File: src/logic/cdde_cfg.svh
// offsets, field positions and reset values of the descriptor engine
`ifndef CDDE_CFG_SVH
`define CDDE_CFG_SVH
`define CDDE_AW            7
`define CDDE_RPT_LO_OFS    7'h20
`define CDDE_RPT_HI_OFS    7'h24
`define CDDE_CTRL_OFS      7'h28
`define CDDE_STAT_OFS      7'h2C
`define CDDE_ISTAT_OFS     7'h30
`define CDDE_IMASK_OFS     7'h34
`define CDDE_HW_COUNT      2'h0
`define CDDE_HW_BASE_HI    2'h1
`define CDDE_HW_BASE_LO    2'h2
`define CDDE_HW_READY      2'h3
`define CDDE_F_DIR         16
`define CDDE_F_HMSI        17
`define CDDE_F_HRPT        18
`define CDDE_F_MSINUM      24:20
`define CDDE_F_MSITC       30:28
`define CDDE_F_DRPT        16
`define CDDE_F_DMSI        17
`define CDDE_F_LEN         15:0
`define CDDE_F_CNT         15:0
`define CDDE_DESC_BYTES    64'h0000_0000_0000_0010
`define CDDE_IRQ_DESC      0
`define CDDE_IRQ_TABLE     1
`define CDDE_RST32         32'h0000_0000
`endif

File: src/logic/cdde_pkg.sv
// types and shared decoding of the descriptor engine
package cdde_pkg;
  typedef enum logic [3:0] {
    S_IDLE  = 4'h0,
    S_HRD   = 4'h1,
    S_HCAP  = 4'h2,
    S_CHECK = 4'h3,
    S_FETCH = 4'h4,
    S_FWAIT = 4'h5,
    S_XFER  = 4'h6,
    S_RPT   = 4'h7,
    S_MSI   = 4'h8,
    S_NEXT  = 4'h9
  } cdde_state_t;

  // true when a bus address falls in the two header blocks
  function automatic logic cdde_is_hdr(input logic [6:0] a);
    return a[6:5] == 2'h0;
  endfunction
endpackage

File: src/logic/cdde_hdr_mem.sv
// two four-word descriptor headers with registered read data
`include "cdde_cfg.svh"
`timescale 1ns/100ps
module cdde_hdr_mem (
  input  wire logic        clk,
  input  wire logic        rst_n,
  input  wire logic        wr_en,
  input  wire logic [2:0]  wr_addr,
  input  wire logic [31:0] wr_data,
  input  wire logic [2:0]  rd_addr,
  input  wire logic        byp_sel,
  input  wire logic [31:0] byp_data,
  output logic      [31:0] rd_data_r
);
  logic [31:0] mem [0:7];

  genvar g;
  generate
    for (g = 0; g < 8; g++) begin : g_word
      always_ff @(posedge clk) begin
        if (!rst_n) begin
          mem[g] <= `CDDE_RST32;
        end else if (wr_en && wr_addr == 3'(g)) begin
          mem[g] <= wr_data;
        end
      end
    end
  endgenerate

  // bypass lets non-header registers share the one output flop
  always_ff @(posedge clk) begin
    if (!rst_n) begin
      rd_data_r <= `CDDE_RST32;
    end else begin
      rd_data_r <= byp_sel ? byp_data : mem[rd_addr];
    end
  end
endmodule // cdde_hdr_mem

File: src/logic/cdde_engine.sv
// chaining dma descriptor engine: header registers, fetch, transfer, report, msi
//
// How it works
// - descriptor is four words: length/flags, endpoint addr, host addr high, host addr low.
// - one transfer per descriptor using that descriptor's fields, with direction from the header.
// - length field counts bytes.
// - second word is the full 32-bit endpoint start address.
// - host start address is upper and lower words joined to 64 bits.
// - report enable is descriptor bit 16 OR header report enable.
// - when report enabled, write zero-based index of last finished descriptor to host.
// - interrupt enable is descriptor bit 17 OR header interrupt enable.
// - when interrupt enabled, send msi after that descriptor's transfer ends.
// - descriptors live in host memory and are only ever read.
// - control space fits a 128-byte memory window.
// - descriptor count comes from header word 0 bits 15 to 0.
// - header direction bit set routes to host writes, clear to host reads.
// - only descriptors whose zero-based index is at most the host ready count are processed.
// - table base from header words 1 and 2; headers at 0x00 and 0x10.
`include "cdde_cfg.svh"
`timescale 1ns/100ps
module cdde_engine (
  input  wire logic        CLOCK,
  input  wire logic        RESET_N,
  input  wire logic [6:0]  ADDR,
  input  wire logic [31:0] WDATA,
  input  wire logic        WR,
  input  wire logic        RD,
  output logic      [31:0] RDATA,
  output logic             DESC_RD_REQ,
  output logic      [63:0] DESC_RD_ADDR,
  input  wire logic        DESC_VALID,
  input  wire logic [31:0] DESC_DATA,
  output logic             XFER_REQ,
  output logic             XFER_TO_HOST,
  output logic      [31:0] XFER_EP_ADDR,
  output logic      [63:0] XFER_HOST_ADDR,
  output logic      [15:0] XFER_BYTES,
  input  wire logic        XFER_DONE,
  output logic             RPT_REQ,
  output logic      [63:0] RPT_ADDR,
  output logic      [15:0] RPT_DATA,
  input  wire logic        RPT_ACK,
  output logic             MSI_REQ,
  output logic      [4:0]  MSI_NUM,
  output logic      [2:0]  MSI_TC,
  input  wire logic        MSI_ACK,
  output logic             IRQ
);
  cdde_pkg::cdde_state_t state_r;
  logic        tbl_r;
  logic [1:0]  sel_r;
  logic [1:0]  wcnt_r;
  logic [15:0] idx_r;
  logic [31:0] hdr_ctl_r;
  logic [63:0] base_r;
  logic [15:0] ready_r;
  logic [31:0] d_w_r [0:2];
  logic [1:0]  start_pend_r;
  logic [63:0] rpt_loc_r;
  logic [1:0]  istat_r;
  logic [1:0]  imask_r;
  logic [1:0]  ev;
  logic        take0;
  logic        take1;
  logic        busy;
  logic        rpt_en;
  logic        msi_en;
  logic        hdr_wr;
  logic [31:0] byp_data;
  logic [31:0] mem_q;

  assign busy   = state_r != cdde_pkg::S_IDLE;
  assign take0  = !busy && start_pend_r[0];
  assign take1  = !busy && !start_pend_r[0] && start_pend_r[1];
  // only bits 17:16 of the flag word count; 31:18 are dropped here
  assign rpt_en = d_w_r[0][`CDDE_F_DRPT] | hdr_ctl_r[`CDDE_F_HRPT];
  assign msi_en = d_w_r[0][`CDDE_F_DMSI] | hdr_ctl_r[`CDDE_F_HMSI];
  assign hdr_wr = WR && cdde_pkg::cdde_is_hdr(ADDR);

  // local register readback; unmapped words read zero
  always_comb begin
    byp_data = `CDDE_RST32;
    unique case (ADDR)
      `CDDE_RPT_LO_OFS: byp_data = rpt_loc_r[31:0];
      `CDDE_RPT_HI_OFS: byp_data = rpt_loc_r[63:32];
      `CDDE_CTRL_OFS:   byp_data = {30'h0, start_pend_r};
      `CDDE_STAT_OFS:   byp_data = {busy, tbl_r, 14'h0, idx_r};
      `CDDE_ISTAT_OFS:  byp_data = {30'h0, istat_r};
      `CDDE_IMASK_OFS:  byp_data = {30'h0, imask_r};
      default:          byp_data = `CDDE_RST32;
    endcase
  end

  // engine reads header words only when the bus is not reading
  cdde_hdr_mem u_hdr (
    .clk       (CLOCK),
    .rst_n     (RESET_N),
    .wr_en     (hdr_wr),
    .wr_addr   (ADDR[4:2]),
    .wr_data   (WDATA),
    .rd_addr   (RD ? ADDR[4:2] : {tbl_r, sel_r}),
    .byp_sel   (RD && !cdde_pkg::cdde_is_hdr(ADDR)),
    .byp_data  (byp_data),
    .rd_data_r (mem_q)
  );
  assign RDATA = mem_q;

  // software registers
  always_ff @(posedge CLOCK) begin
    if (!RESET_N) begin
      rpt_loc_r <= 64'h0;
      imask_r   <= 2'h0;
    end else if (WR) begin
      if (ADDR == `CDDE_RPT_LO_OFS) rpt_loc_r[31:0] <= WDATA;
      if (ADDR == `CDDE_RPT_HI_OFS) rpt_loc_r[63:32] <= WDATA;
      if (ADDR == `CDDE_IMASK_OFS) imask_r <= WDATA[1:0];
    end
  end

  // start requests; a new start wins over the engine taking it
  always_ff @(posedge CLOCK) begin
    if (!RESET_N) begin
      start_pend_r <= 2'h0;
    end else begin
      start_pend_r <= (start_pend_r & ~{take1, take0})
                    | ((WR && ADDR == `CDDE_CTRL_OFS) ? WDATA[1:0] : 2'h0);
    end
  end

  // sticky events, write one to clear, set wins
  always_ff @(posedge CLOCK) begin
    if (!RESET_N) begin
      istat_r <= 2'h0;
      IRQ     <= 1'b0;
    end else begin
      istat_r <= (istat_r & ~((WR && ADDR == `CDDE_ISTAT_OFS) ? WDATA[1:0] : 2'h0)) | ev;
      IRQ     <= |(istat_r & imask_r);
    end
  end

  always_comb begin
    ev = 2'h0;
    ev[`CDDE_IRQ_DESC]  = state_r == cdde_pkg::S_XFER && XFER_DONE;
    ev[`CDDE_IRQ_TABLE] = state_r == cdde_pkg::S_CHECK &&
                          !(idx_r < hdr_ctl_r[`CDDE_F_CNT] && idx_r <= ready_r);
  end

  // sequencer
  always_ff @(posedge CLOCK) begin
    if (!RESET_N) begin
      state_r <= cdde_pkg::S_IDLE;
      tbl_r   <= 1'b0;
      sel_r   <= 2'h0;
      wcnt_r  <= 2'h0;
      idx_r   <= 16'h0;
    end else begin
      unique case (state_r)
        cdde_pkg::S_IDLE: if (take0 || take1) begin
          tbl_r   <= take1;
          sel_r   <= `CDDE_HW_COUNT;
          idx_r   <= 16'h0;
          state_r <= cdde_pkg::S_HRD;
        end
        cdde_pkg::S_HRD: if (!RD) state_r <= cdde_pkg::S_HCAP;
        cdde_pkg::S_HCAP: begin
          sel_r   <= sel_r + 2'h1;
          state_r <= (sel_r == `CDDE_HW_READY) ? cdde_pkg::S_CHECK : cdde_pkg::S_HRD;
        end
        cdde_pkg::S_CHECK:
          state_r <= (idx_r < hdr_ctl_r[`CDDE_F_CNT] && idx_r <= ready_r) ?
                     cdde_pkg::S_FETCH : cdde_pkg::S_IDLE;
        cdde_pkg::S_FETCH: begin
          wcnt_r  <= 2'h0;
          state_r <= cdde_pkg::S_FWAIT;
        end
        cdde_pkg::S_FWAIT: if (DESC_VALID) begin
          wcnt_r <= wcnt_r + 2'h1;
          if (wcnt_r == 2'h3) state_r <= cdde_pkg::S_XFER;
        end
        cdde_pkg::S_XFER: if (XFER_DONE) begin
          state_r <= rpt_en ? cdde_pkg::S_RPT :
                     msi_en ? cdde_pkg::S_MSI : cdde_pkg::S_NEXT;
        end
        cdde_pkg::S_RPT: if (RPT_ACK) begin
          state_r <= msi_en ? cdde_pkg::S_MSI : cdde_pkg::S_NEXT;
        end
        cdde_pkg::S_MSI: if (MSI_ACK) state_r <= cdde_pkg::S_NEXT;
        cdde_pkg::S_NEXT: begin
          idx_r   <= idx_r + 16'h1;
          sel_r   <= `CDDE_HW_READY;
          state_r <= cdde_pkg::S_HRD;
        end
        default: state_r <= cdde_pkg::S_IDLE;
      endcase
    end
  end

  // header snapshot; ready count reread before every descriptor
  always_ff @(posedge CLOCK) begin
    if (!RESET_N) begin
      hdr_ctl_r <= `CDDE_RST32;
      base_r    <= 64'h0;
      ready_r   <= 16'h0;
    end else if (state_r == cdde_pkg::S_HCAP) begin
      unique case (sel_r)
        `CDDE_HW_COUNT:   hdr_ctl_r <= mem_q;
        `CDDE_HW_BASE_HI: base_r[63:32] <= mem_q;
        `CDDE_HW_BASE_LO: base_r[31:0] <= mem_q;
        `CDDE_HW_READY:   ready_r <= mem_q[15:0];
      endcase
    end
  end

  // descriptor fetch: read-only access to the host table
  always_ff @(posedge CLOCK) begin
    if (!RESET_N) begin
      DESC_RD_REQ  <= 1'b0;
      DESC_RD_ADDR <= 64'h0;
    end else begin
      DESC_RD_REQ  <= state_r == cdde_pkg::S_CHECK &&
                      idx_r < hdr_ctl_r[`CDDE_F_CNT] && idx_r <= ready_r;
      DESC_RD_ADDR <= base_r + `CDDE_DESC_BYTES + {44'h0, idx_r, 4'h0};
    end
  end

  genvar g;
  generate
    for (g = 0; g < 3; g++) begin : g_dw
      always_ff @(posedge CLOCK) begin
        if (!RESET_N) begin
          d_w_r[g] <= `CDDE_RST32;
        end else if (state_r == cdde_pkg::S_FWAIT && DESC_VALID && wcnt_r == 2'(g)) begin
          d_w_r[g] <= DESC_DATA;
        end
      end
    end
  endgenerate

  // transfer request held until done
  always_ff @(posedge CLOCK) begin
    if (!RESET_N) begin
      XFER_REQ       <= 1'b0;
      XFER_TO_HOST   <= 1'b0;
      XFER_EP_ADDR   <= `CDDE_RST32;
      XFER_HOST_ADDR <= 64'h0;
      XFER_BYTES     <= 16'h0;
    end else if (state_r == cdde_pkg::S_FWAIT && DESC_VALID && wcnt_r == 2'h3) begin
      XFER_REQ       <= 1'b1;
      XFER_TO_HOST   <= hdr_ctl_r[`CDDE_F_DIR];
      XFER_EP_ADDR   <= d_w_r[1];
      XFER_HOST_ADDR <= {d_w_r[2], DESC_DATA};
      XFER_BYTES     <= d_w_r[0][`CDDE_F_LEN];
    end else if (XFER_DONE) begin
      XFER_REQ <= 1'b0;
    end
  end

  // done-index report and msi, each held until acknowledged
  always_ff @(posedge CLOCK) begin
    if (!RESET_N) begin
      RPT_REQ  <= 1'b0;
      RPT_ADDR <= 64'h0;
      RPT_DATA <= 16'h0;
      MSI_REQ  <= 1'b0;
      MSI_NUM  <= 5'h0;
      MSI_TC   <= 3'h0;
    end else begin
      if (state_r == cdde_pkg::S_XFER && XFER_DONE && rpt_en) begin
        RPT_REQ  <= 1'b1;
        RPT_ADDR <= rpt_loc_r;
        RPT_DATA <= idx_r;
      end else if (RPT_ACK) begin
        RPT_REQ <= 1'b0;
      end
      if (((state_r == cdde_pkg::S_XFER && XFER_DONE && !rpt_en) ||
           (state_r == cdde_pkg::S_RPT && RPT_ACK)) && msi_en) begin
        MSI_REQ <= 1'b1;
        MSI_NUM <= hdr_ctl_r[`CDDE_F_MSINUM];
        MSI_TC  <= hdr_ctl_r[`CDDE_F_MSITC];
      end else if (MSI_ACK) begin
        MSI_REQ <= 1'b0;
      end
    end
  end

  a_xfer_held: assert property (@(posedge CLOCK) disable iff (!RESET_N)
    XFER_REQ && !XFER_DONE |=> XFER_REQ) else $error("transfer request dropped");
  a_len_bytes: assert property (@(posedge CLOCK) disable iff (!RESET_N)
    $rose(XFER_REQ) |-> XFER_BYTES == d_w_r[0][15:0]) else $error("length mismatch");
  a_ep_addr: assert property (@(posedge CLOCK) disable iff (!RESET_N)
    $rose(XFER_REQ) |-> XFER_EP_ADDR == d_w_r[1]) else $error("endpoint address mismatch");
  a_host_addr: assert property (@(posedge CLOCK) disable iff (!RESET_N)
    $rose(XFER_REQ) |-> XFER_HOST_ADDR == {d_w_r[2], $past(DESC_DATA)})
    else $error("host address mismatch");
  a_rpt_enable: assert property (@(posedge CLOCK) disable iff (!RESET_N)
    XFER_REQ && XFER_DONE && (d_w_r[0][16] || hdr_ctl_r[18]) |=> RPT_REQ)
    else $error("report not requested");
  a_rpt_index: assert property (@(posedge CLOCK) disable iff (!RESET_N)
    RPT_REQ |-> RPT_DATA == idx_r) else $error("report index wrong");
  a_msi_after: assert property (@(posedge CLOCK) disable iff (!RESET_N)
    XFER_REQ && XFER_DONE && !rpt_en && (d_w_r[0][17] || hdr_ctl_r[17]) |=> MSI_REQ)
    else $error("msi not requested");
  a_msi_order: assert property (@(posedge CLOCK) disable iff (!RESET_N)
    $rose(MSI_REQ) |-> !XFER_REQ && !RPT_REQ) else $error("msi before transfer end");
  a_dir_route: assert property (@(posedge CLOCK) disable iff (!RESET_N)
    $rose(XFER_REQ) |-> XFER_TO_HOST == hdr_ctl_r[16]) else $error("direction wrong");
  a_fetch_gate: assert property (@(posedge CLOCK) disable iff (!RESET_N)
    DESC_RD_REQ |-> idx_r < hdr_ctl_r[15:0] && idx_r <= ready_r)
    else $error("fetch beyond ready");
  a_fetch_addr: assert property (@(posedge CLOCK) disable iff (!RESET_N)
    DESC_RD_REQ |-> DESC_RD_ADDR == base_r + 64'h10 + {44'h0, idx_r, 4'h0})
    else $error("fetch address wrong");
  a_idx_step: assert property (@(posedge CLOCK) disable iff (!RESET_N)
    state_r == cdde_pkg::S_NEXT |=> idx_r == $past(idx_r) + 16'h1)
    else $error("index skipped");
endmodule // cdde_engine

File: config.mk
export PLATFORM = sky130hd
export DESIGN_NAME = cdde_engine
export DESIGN_NICKNAME = d
export VERILOG_FILES = /design/src/logic/cdde_pkg.sv /design/src/logic/cdde_hdr_mem.sv /design/src/logic/cdde_engine.sv
export VERILOG_INCLUDE_DIRS = /design/src /design/src/logic
export SDC_FILE = /design/constraint.sdc
export NUM_CORES = 2
export LEC_CHECK = 0
export BUFFER_PORTS_ARGS = -buffer_cell sky130_fd_sc_hd__buf_2
export CORE_UTILIZATION = 45
export DETAILED_ROUTE_END_ITERATION = 16
export GPL_TIMING_DRIVEN = 0
export PLACE_DENSITY = 0.61
export SYNTH_ARGS = -nofsm -noshare
export SYNTH_HDL_FRONTEND = slang
export SYNTH_SLANG_ARGS = --single-unit
export TNS_END_PERCENT = 100
File: constraint.sdc
create_clock -name CLOCK -period 4.3 [get_ports CLOCK]
set_input_delay 0 -clock CLOCK [delete_from_list [all_inputs] [get_ports CLOCK]]
set_output_delay 0 -clock CLOCK [all_outputs]
set_load 0.01 [all_outputs]
==> report_table.html <==
<table>
<tr><th>Metric</th><th>Value</th></tr>
<tr><th colspan="2">Outcome</th></tr>
<tr><td>Run status</td><td>completed</td></tr>
<tr><th colspan="2">Clock network</th></tr>
<tr><td>Num Clock Sinks</td><td>~840</td></tr>
<tr><td>Clock Path Buffers</td><td>3</td></tr>
<tr><td>Post-cts resize count</td><td>0</td></tr>
<tr><td>Clk Latency, worst-skew pair</td><td>about 0.64 ns</td></tr>
<tr><td>Cts bufs inserted</td><td>89</td></tr>
<tr><td>Maximum level of the CTS H-tree</td><td>3</td></tr>
<tr><td>Post-cts hold buffer count</td><td>73</td></tr>
<tr><td>Post-CTS setup repair buffer count</td><td>0</td></tr>
<tr><td>Clock slew seen by the registers of the worst setup and hold paths</td><td>0.06 ns</td></tr>
<tr><td>TritonCTS clock tree</td><td>done</td></tr>
<tr><td>Cell chosen for the clock root</td><td>clkbuf_16</td></tr>
<tr><th colspan="2">Floorplan</th></tr>
<tr><td>Die area</td><td>about 79000 sq um</td></tr>
<tr><td>Die Span X</td><td>280.6 um</td></tr>
<tr><td>DIE HEIGHT</td><td>280.6 um</td></tr>
<tr><td>CORE AREA</td><td>approximately 76000 sq um</td></tr>
<tr><td>Number of top-level pins</td><td>about 380</td></tr>
<tr><td>Site Rows</td><td>101</td></tr>
<tr><td>Initial core utilization</td><td>45.76%</td></tr>
<tr><th colspan="2">Worst setup path</th></tr>
<tr><td>Highest net fanout along the worst path</td><td>10</td></tr>
<tr><td>Worst Path Arrival</td><td>approximately 4.5 ns</td></tr>
<tr><td>Largest delay contributor family on the critical path</td><td>compound AO/OA/AOI/OAI gates</td></tr>
<tr><td>Critical-path top delay cell</td><td>a211oi_1</td></tr>
<tr><td>Startpoint type of the worst setup path</td><td>flop</td></tr>
<tr><td>Type of the worst setup path</td><td>reg2reg</td></tr>
<tr><td>Crit path capture type</td><td>flop</td></tr>
<tr><td>Launch point of the worst reg-to-reg path</td><td>idx_r[0]$_SDFFE_PN0P_</td></tr>
<tr><td>CP Data Required Time</td><td>between 4 and 5 ns</td></tr>
<tr><td>Buffers &amp; Inverters on Critical Path</td><td>3</td></tr>
<tr><td>Critical Path, Cell by Cell</td><td>inv_1, ha_1, inv_1, ha_1, inv_1, fa_1, and2b_1, o2111ai_1, a21oi_1, o211ai_2, a211oi_1, a21oi_1, o21a_1</td></tr>
<tr><td>Worst reg2reg path endpoint</td><td>DESC_RD_ADDR[51]$_SDFF_PN0_</td></tr>
<tr><td>Worst reg2reg setup slack</td><td>roughly 0.28 ns</td></tr>
<tr><td>Most prevalent standard cell on the critical path</td><td>inv_1</td></tr>
<tr><td>Max stage delay on crit path</td><td>0.95 ns</td></tr>
<tr><td>Number of cells on the worst reg-to-reg path</td><td>13</td></tr>
<tr><th colspan="2">Detailed routing</th></tr>
<tr><td>Via count normalized by instance count</td><td>approximately 5.3</td></tr>
<tr><td>Remaining antenna violation count</td><td>0</td></tr>
<tr><td>DRC</td><td>0</td></tr>
<tr><td>Drt pass-1 iters</td><td>6</td></tr>
<tr><td>Sum of routed wire length over all layers</td><td>between 100 and 150 mm</td></tr>
<tr><td>Via count</td><td>roughly 27000</td></tr>
<tr><td>Routed length per instance</td><td>between 20 and 25 um</td></tr>
<tr><td>Initial detailed-routing violation count</td><td>2253</td></tr>
<tr><th colspan="2">Synthesis</th></tr>
<tr><td>Summed instance area of the synthesized netlist</td><td>~35000 sq um</td></tr>
<tr><td>Synth Register Bits</td><td>842</td></tr>
<tr><td>Portion of the post-synthesis area used by sequential elements</td><td>a little under 60%</td></tr>
<tr><td>Combinational family with the most area after synthesis</td><td>simple AND/OR/NAND/NOR gates</td></tr>
<tr><td>Post-synthesis instance total</td><td>approximately 3400</td></tr>
<tr><td>Number of nets in the synthesized netlist</td><td>3571</td></tr>
<tr><td>Share of synthesized cell area in and, or, nand and nor gates</td><td>a little under a fifth</td></tr>
<tr><td>Number of library cell types mapped by synthesis</td><td>71</td></tr>
<tr><td>Xor-xnor portion of the synthesized cell area</td><td>less than 1%</td></tr>
<tr><td>Flip-flop cell with the highest count after synthesis</td><td>dfxtp_1</td></tr>
<tr><td>Fraction of the mapped netlist area in compound gates</td><td>between 10 and 15%</td></tr>
<tr><td>Yosys warnings</td><td>0</td></tr>
<tr><td>Async S/R FF share, synth</td><td>0%</td></tr>
<tr><td>Mean post-synth cell area</td><td>a little over 10 sq um</td></tr>
<tr><td>Number of flops mapped to enable cells by yosys</td><td>338</td></tr>
<tr><td>Mux share of post-synthesis cell area</td><td>slightly above 6%</td></tr>
<tr><td>Post-synthesis share of cell area spent on full adders, half adders and majority gates</td><td>approximately 2.6%</td></tr>
<tr><th colspan="2">Layout</th></tr>
<tr><td>Commonest non-fill, non-tap cells in the layout</td><td>799 x nand2_1, 504 x dfxtp_1, 428 x a21oi_1</td></tr>
<tr><td>Post-layout net count</td><td>4122</td></tr>
<tr><td>Share of cells above drive strength 1</td><td>16.34%</td></tr>
<tr><td>Layout Cell Area excl Fill</td><td>42130 sq um</td></tr>
<tr><td>Number of fill cells</td><td>slightly below 7000</td></tr>
<tr><td>Area Overhead vs Synth</td><td>20.62%</td></tr>
<tr><td>Final cell count without fillers</td><td>5081</td></tr>
<tr><td>Leading cell type in the layout, fill and taps excluded</td><td>nand2_1</td></tr>
<tr><th colspan="2">STA</th></tr>
<tr><td>Fin crit share</td><td>a little over 90%</td></tr>
<tr><td>Number of hold violations in the final report</td><td>0</td></tr>
<tr><td>RSZ-0062 raised after global routing</td><td>no</td></tr>
<tr><td>Number of pins exceeding their max-slew limit in the final report</td><td>0</td></tr>
<tr><td>Maximum clock frequency</td><td>248.7 MHz</td></tr>
<tr><td>Slew at the pin with the worst max-slew slack</td><td>around 1.2 ns</td></tr>
<tr><td>Final period demand of the worst path</td><td>a little over 4 ns</td></tr>
<tr><td>Largest clock skew in the final design</td><td>approximately 0.02 ns</td></tr>
<tr><td>Setup violation total in the final timing report</td><td>0</td></tr>
<tr><td>Slew margin rel.</td><td>~20%</td></tr>
<tr><td>Setup TNS after final layout</td><td>0 ns</td></tr>
<tr><th colspan="2">Global route</th></tr>
<tr><td>First-pass GRT wire length</td><td>159.8 mm</td></tr>
<tr><td>Via count of the first global-routing pass</td><td>roughly 26000</td></tr>
<tr><td>GR Util All Layers</td><td>a little over a quarter</td></tr>
<tr><td>Initial antenna violation count</td><td>6</td></tr>
<tr><td>Aggregate global routing overflow</td><td>0</td></tr>
<tr><td>Pin count of the biggest net entering global routing</td><td>33</td></tr>
<tr><th colspan="2">Pwr</th></tr>
<tr><td>Switching Share</td><td>between 20% and 30%</td></tr>
<tr><td>Fraction of power consumed by the clock network</td><td>between 40% and 50%</td></tr>
<tr><td>Combinational share of power</td><td>~5.2%</td></tr>
<tr><td>Design internal power</td><td>13.33 mW</td></tr>
<tr><td>Power density over the cells</td><td>408.7 nW/um^2</td></tr>
<tr><td>Worst vdd ir</td><td>0.2864 mV</td></tr>
<tr><td>Power consumption</td><td>17.22 mW</td></tr>
<tr><td>Sw power</td><td>about 3.9 mW</td></tr>
<tr><td>Share of total power in sequential cells</td><td>roughly half</td></tr>
<tr><td>Lkg Pwr</td><td>approximately 16 nW</td></tr>
<tr><th colspan="2">Worst hold path</th></tr>
<tr><td>Cells on Worst Hold Path</td><td>4</td></tr>
<tr><td>Kind of path behind the tightest hold check</td><td>in2reg</td></tr>
<tr><td>Startpoint of the tightest hold check path</td><td>RESET_N</td></tr>
<tr><td>Endpoint, Worst Hold</td><td>DESC_RD_REQ$_SDFF_PN0_</td></tr>
<tr><th colspan="2">Placement</th></tr>
<tr><td>Placed instance area</td><td>~38000 sq um</td></tr>
<tr><td>Weighted congestion at the end of routability-driven global placement</td><td>0.9272</td></tr>
<tr><td>Number of I/O port buffers</td><td>378</td></tr>
<tr><td>Final HPWL DP</td><td>79.22 mm</td></tr>
<tr><td>Placed insts</td><td>4836</td></tr>
<tr><th colspan="2">Job</th></tr>
<tr><td>Max-cap check violation count</td><td>0</td></tr>
</table>
through the flow:
step	utilization, %	worst slack (ns)	hold WS (ns)
2_1_floorplan	-	0.7689	0.1360
3_3_place_gp	49.92	-1.810	0.2778
3_5_place_dp	50.35	0.3389	0.2797
4_1_cts	55.17	0.3032	0.07723
5_1_grt	55.18	0.07874	0.1078
6_report	55.19	0.2793	0.1109
sequential cells by signal, indices dropped and copies added (netlist names), 27 cells and up:
signal           count
XFER_EP_ADDR        32
rpt_loc_r           64
u_hdr.mem          256
DESC_RD_ADDR        64
base_r              64
hdr_ctl_r           27
u_hdr.rd_data_r     32
XFER_HOST_ADDR      64
RPT_ADDR            64
d_w_r               82
area by class of cell:
type	count	area (sq um)	share of cell area [%]
plain buffers	217	834.6	1.981
inverters	62	232.7	0.5524
well taps	1030	1289	3.059
repair buffers	460	2846	6.757
clock buffers	130	2650	6.290
flip-flops and latches	842	20240	48.04
diodes	6	15.01	0.03564
multi-input cells	2298	13720	32.56
clock inverters	36	302.8	0.7187
logic make-up (layout without fill, tap and decap cells):
| group | count (synthesis) | after routing |
|---|---|---|
| AND/OR/NAND/NOR | 1440 | 1440 |
| flip-flops | 842 | 842 |
| AO/OA/AOI/OAI | 615 | 615 |
| buffers and inverters | 279 | 905 |
| multiplexers | 135 | 135 |
| adder cells (fa/ha/maj) | 73 | 73 |
| XOR/XNOR | 35 | 35 |
| other | 0 | 6 |
power by group through the flow:
stage | sequential (mW) | clock [mW] | combinational (mW)
4_1_cts | 8.59 | 7.82 | 0.890
3_5_place_dp | 8.76 | 0 | 0.834
2_1_floorplan | 8.72 | 0 | 0.426
6_report | 8.59 | 7.73 | 0.897
5_1_grt | 8.61 | 8.13 | 0.945
3_3_place_gp | 8.78 | 0 | 0.793
synthesized netlist by cell type, types with 7 or more instances:
cell type / n / area (sq um)
a21oi_1: 428 / 2142
and3_1: 12 / 75.07
nand2b_1: 14 / 87.58
nor2_1: 129 / 484.2
and2_1: 337 / 2108
o22a_1: 33 / 289.0
nand3_1: 34 / 170.2
nor3_1: 28 / 140.1
ha_1: 72 / 900.9
a211oi_1: 20 / 150.1
nor2b_1: 15 / 93.84
a22oi_1: 34 / 255.2
clkbuf_1: 199 / 747.0
o21ai_0: 43 / 215.2
a2111oi_0: 8 / 70.07
buf_2: 10 / 50.05
mux2i_1: 53 / 530.5
a21o_1: 7 / 52.55
o21a_1: 7 / 52.55
inv_1: 58 / 217.7
buf_1: 7 / 26.28
xnor2_1: 31 / 271.5
mux4_2: 64 / 1441
dfxtp_1: 504 / 10090
or3_1: 12 / 75.07
o211ai_1: 7 / 52.55
nand4_1: 21 / 131.4
mux2_2: 18 / 202.7
nand2_1: 801 / 3007
edfxtp_1: 338 / 10150
how the worst max path moves through the flow:
| stage | cells past startpoint | startpoint | slack, ns | endpoint |
|---|---|---|---|---|
| final | 13 | idx_r[0]$_SDFFE_PN0P_ | 0.28 | DESC_RD_ADDR[51]$_SDFF_PN0_ |
| after global routing | 13 | idx_r[0]$_SDFFE_PN0P_ | 0.08 | DESC_RD_ADDR[51]$_SDFF_PN0_ |
| after CTS | 13 | idx_r[0]$_SDFFE_PN0P_ | 0.30 | DESC_RD_ADDR[39]$_SDFF_PN0_ |
| after detailed placement | 13 | idx_r[0]$_SDFFE_PN0P_ | 0.34 | DESC_RD_ADDR[39]$_SDFF_PN0_ |
| after global placement | 5 | ADDR[3] | -1.81 | u_hdr.mem[7][6]$_SDFFCE_PN0P_ |
| after floorplan | 4 | ADDR[3] | 0.77 | u_hdr.mem[3][0]$_SDFFCE_PN0P_ |
layer usage:
layer | GRT usage [%] | part of all wire, % | wire [um] | vias up
li1 | - | - | - | 12880
met1 | 36.64 | 43 | 46560 | 13130
met2 | 44.00 | 47 | 50770 | 913
met3 | 3.764 | 6.3 | 6851 | 189
met4 | 10.30 | 3.7 | 3997 | 4
met5 | 0 | 0.021 | 23 | -
tightest hold or removal path, stage by stage:
cell	delay (ns)
buf_2	0.17
clkbuf_1	0.33
nand2_1	0.14
nor3_1	0.06
(Power assumes the default switching activity.)
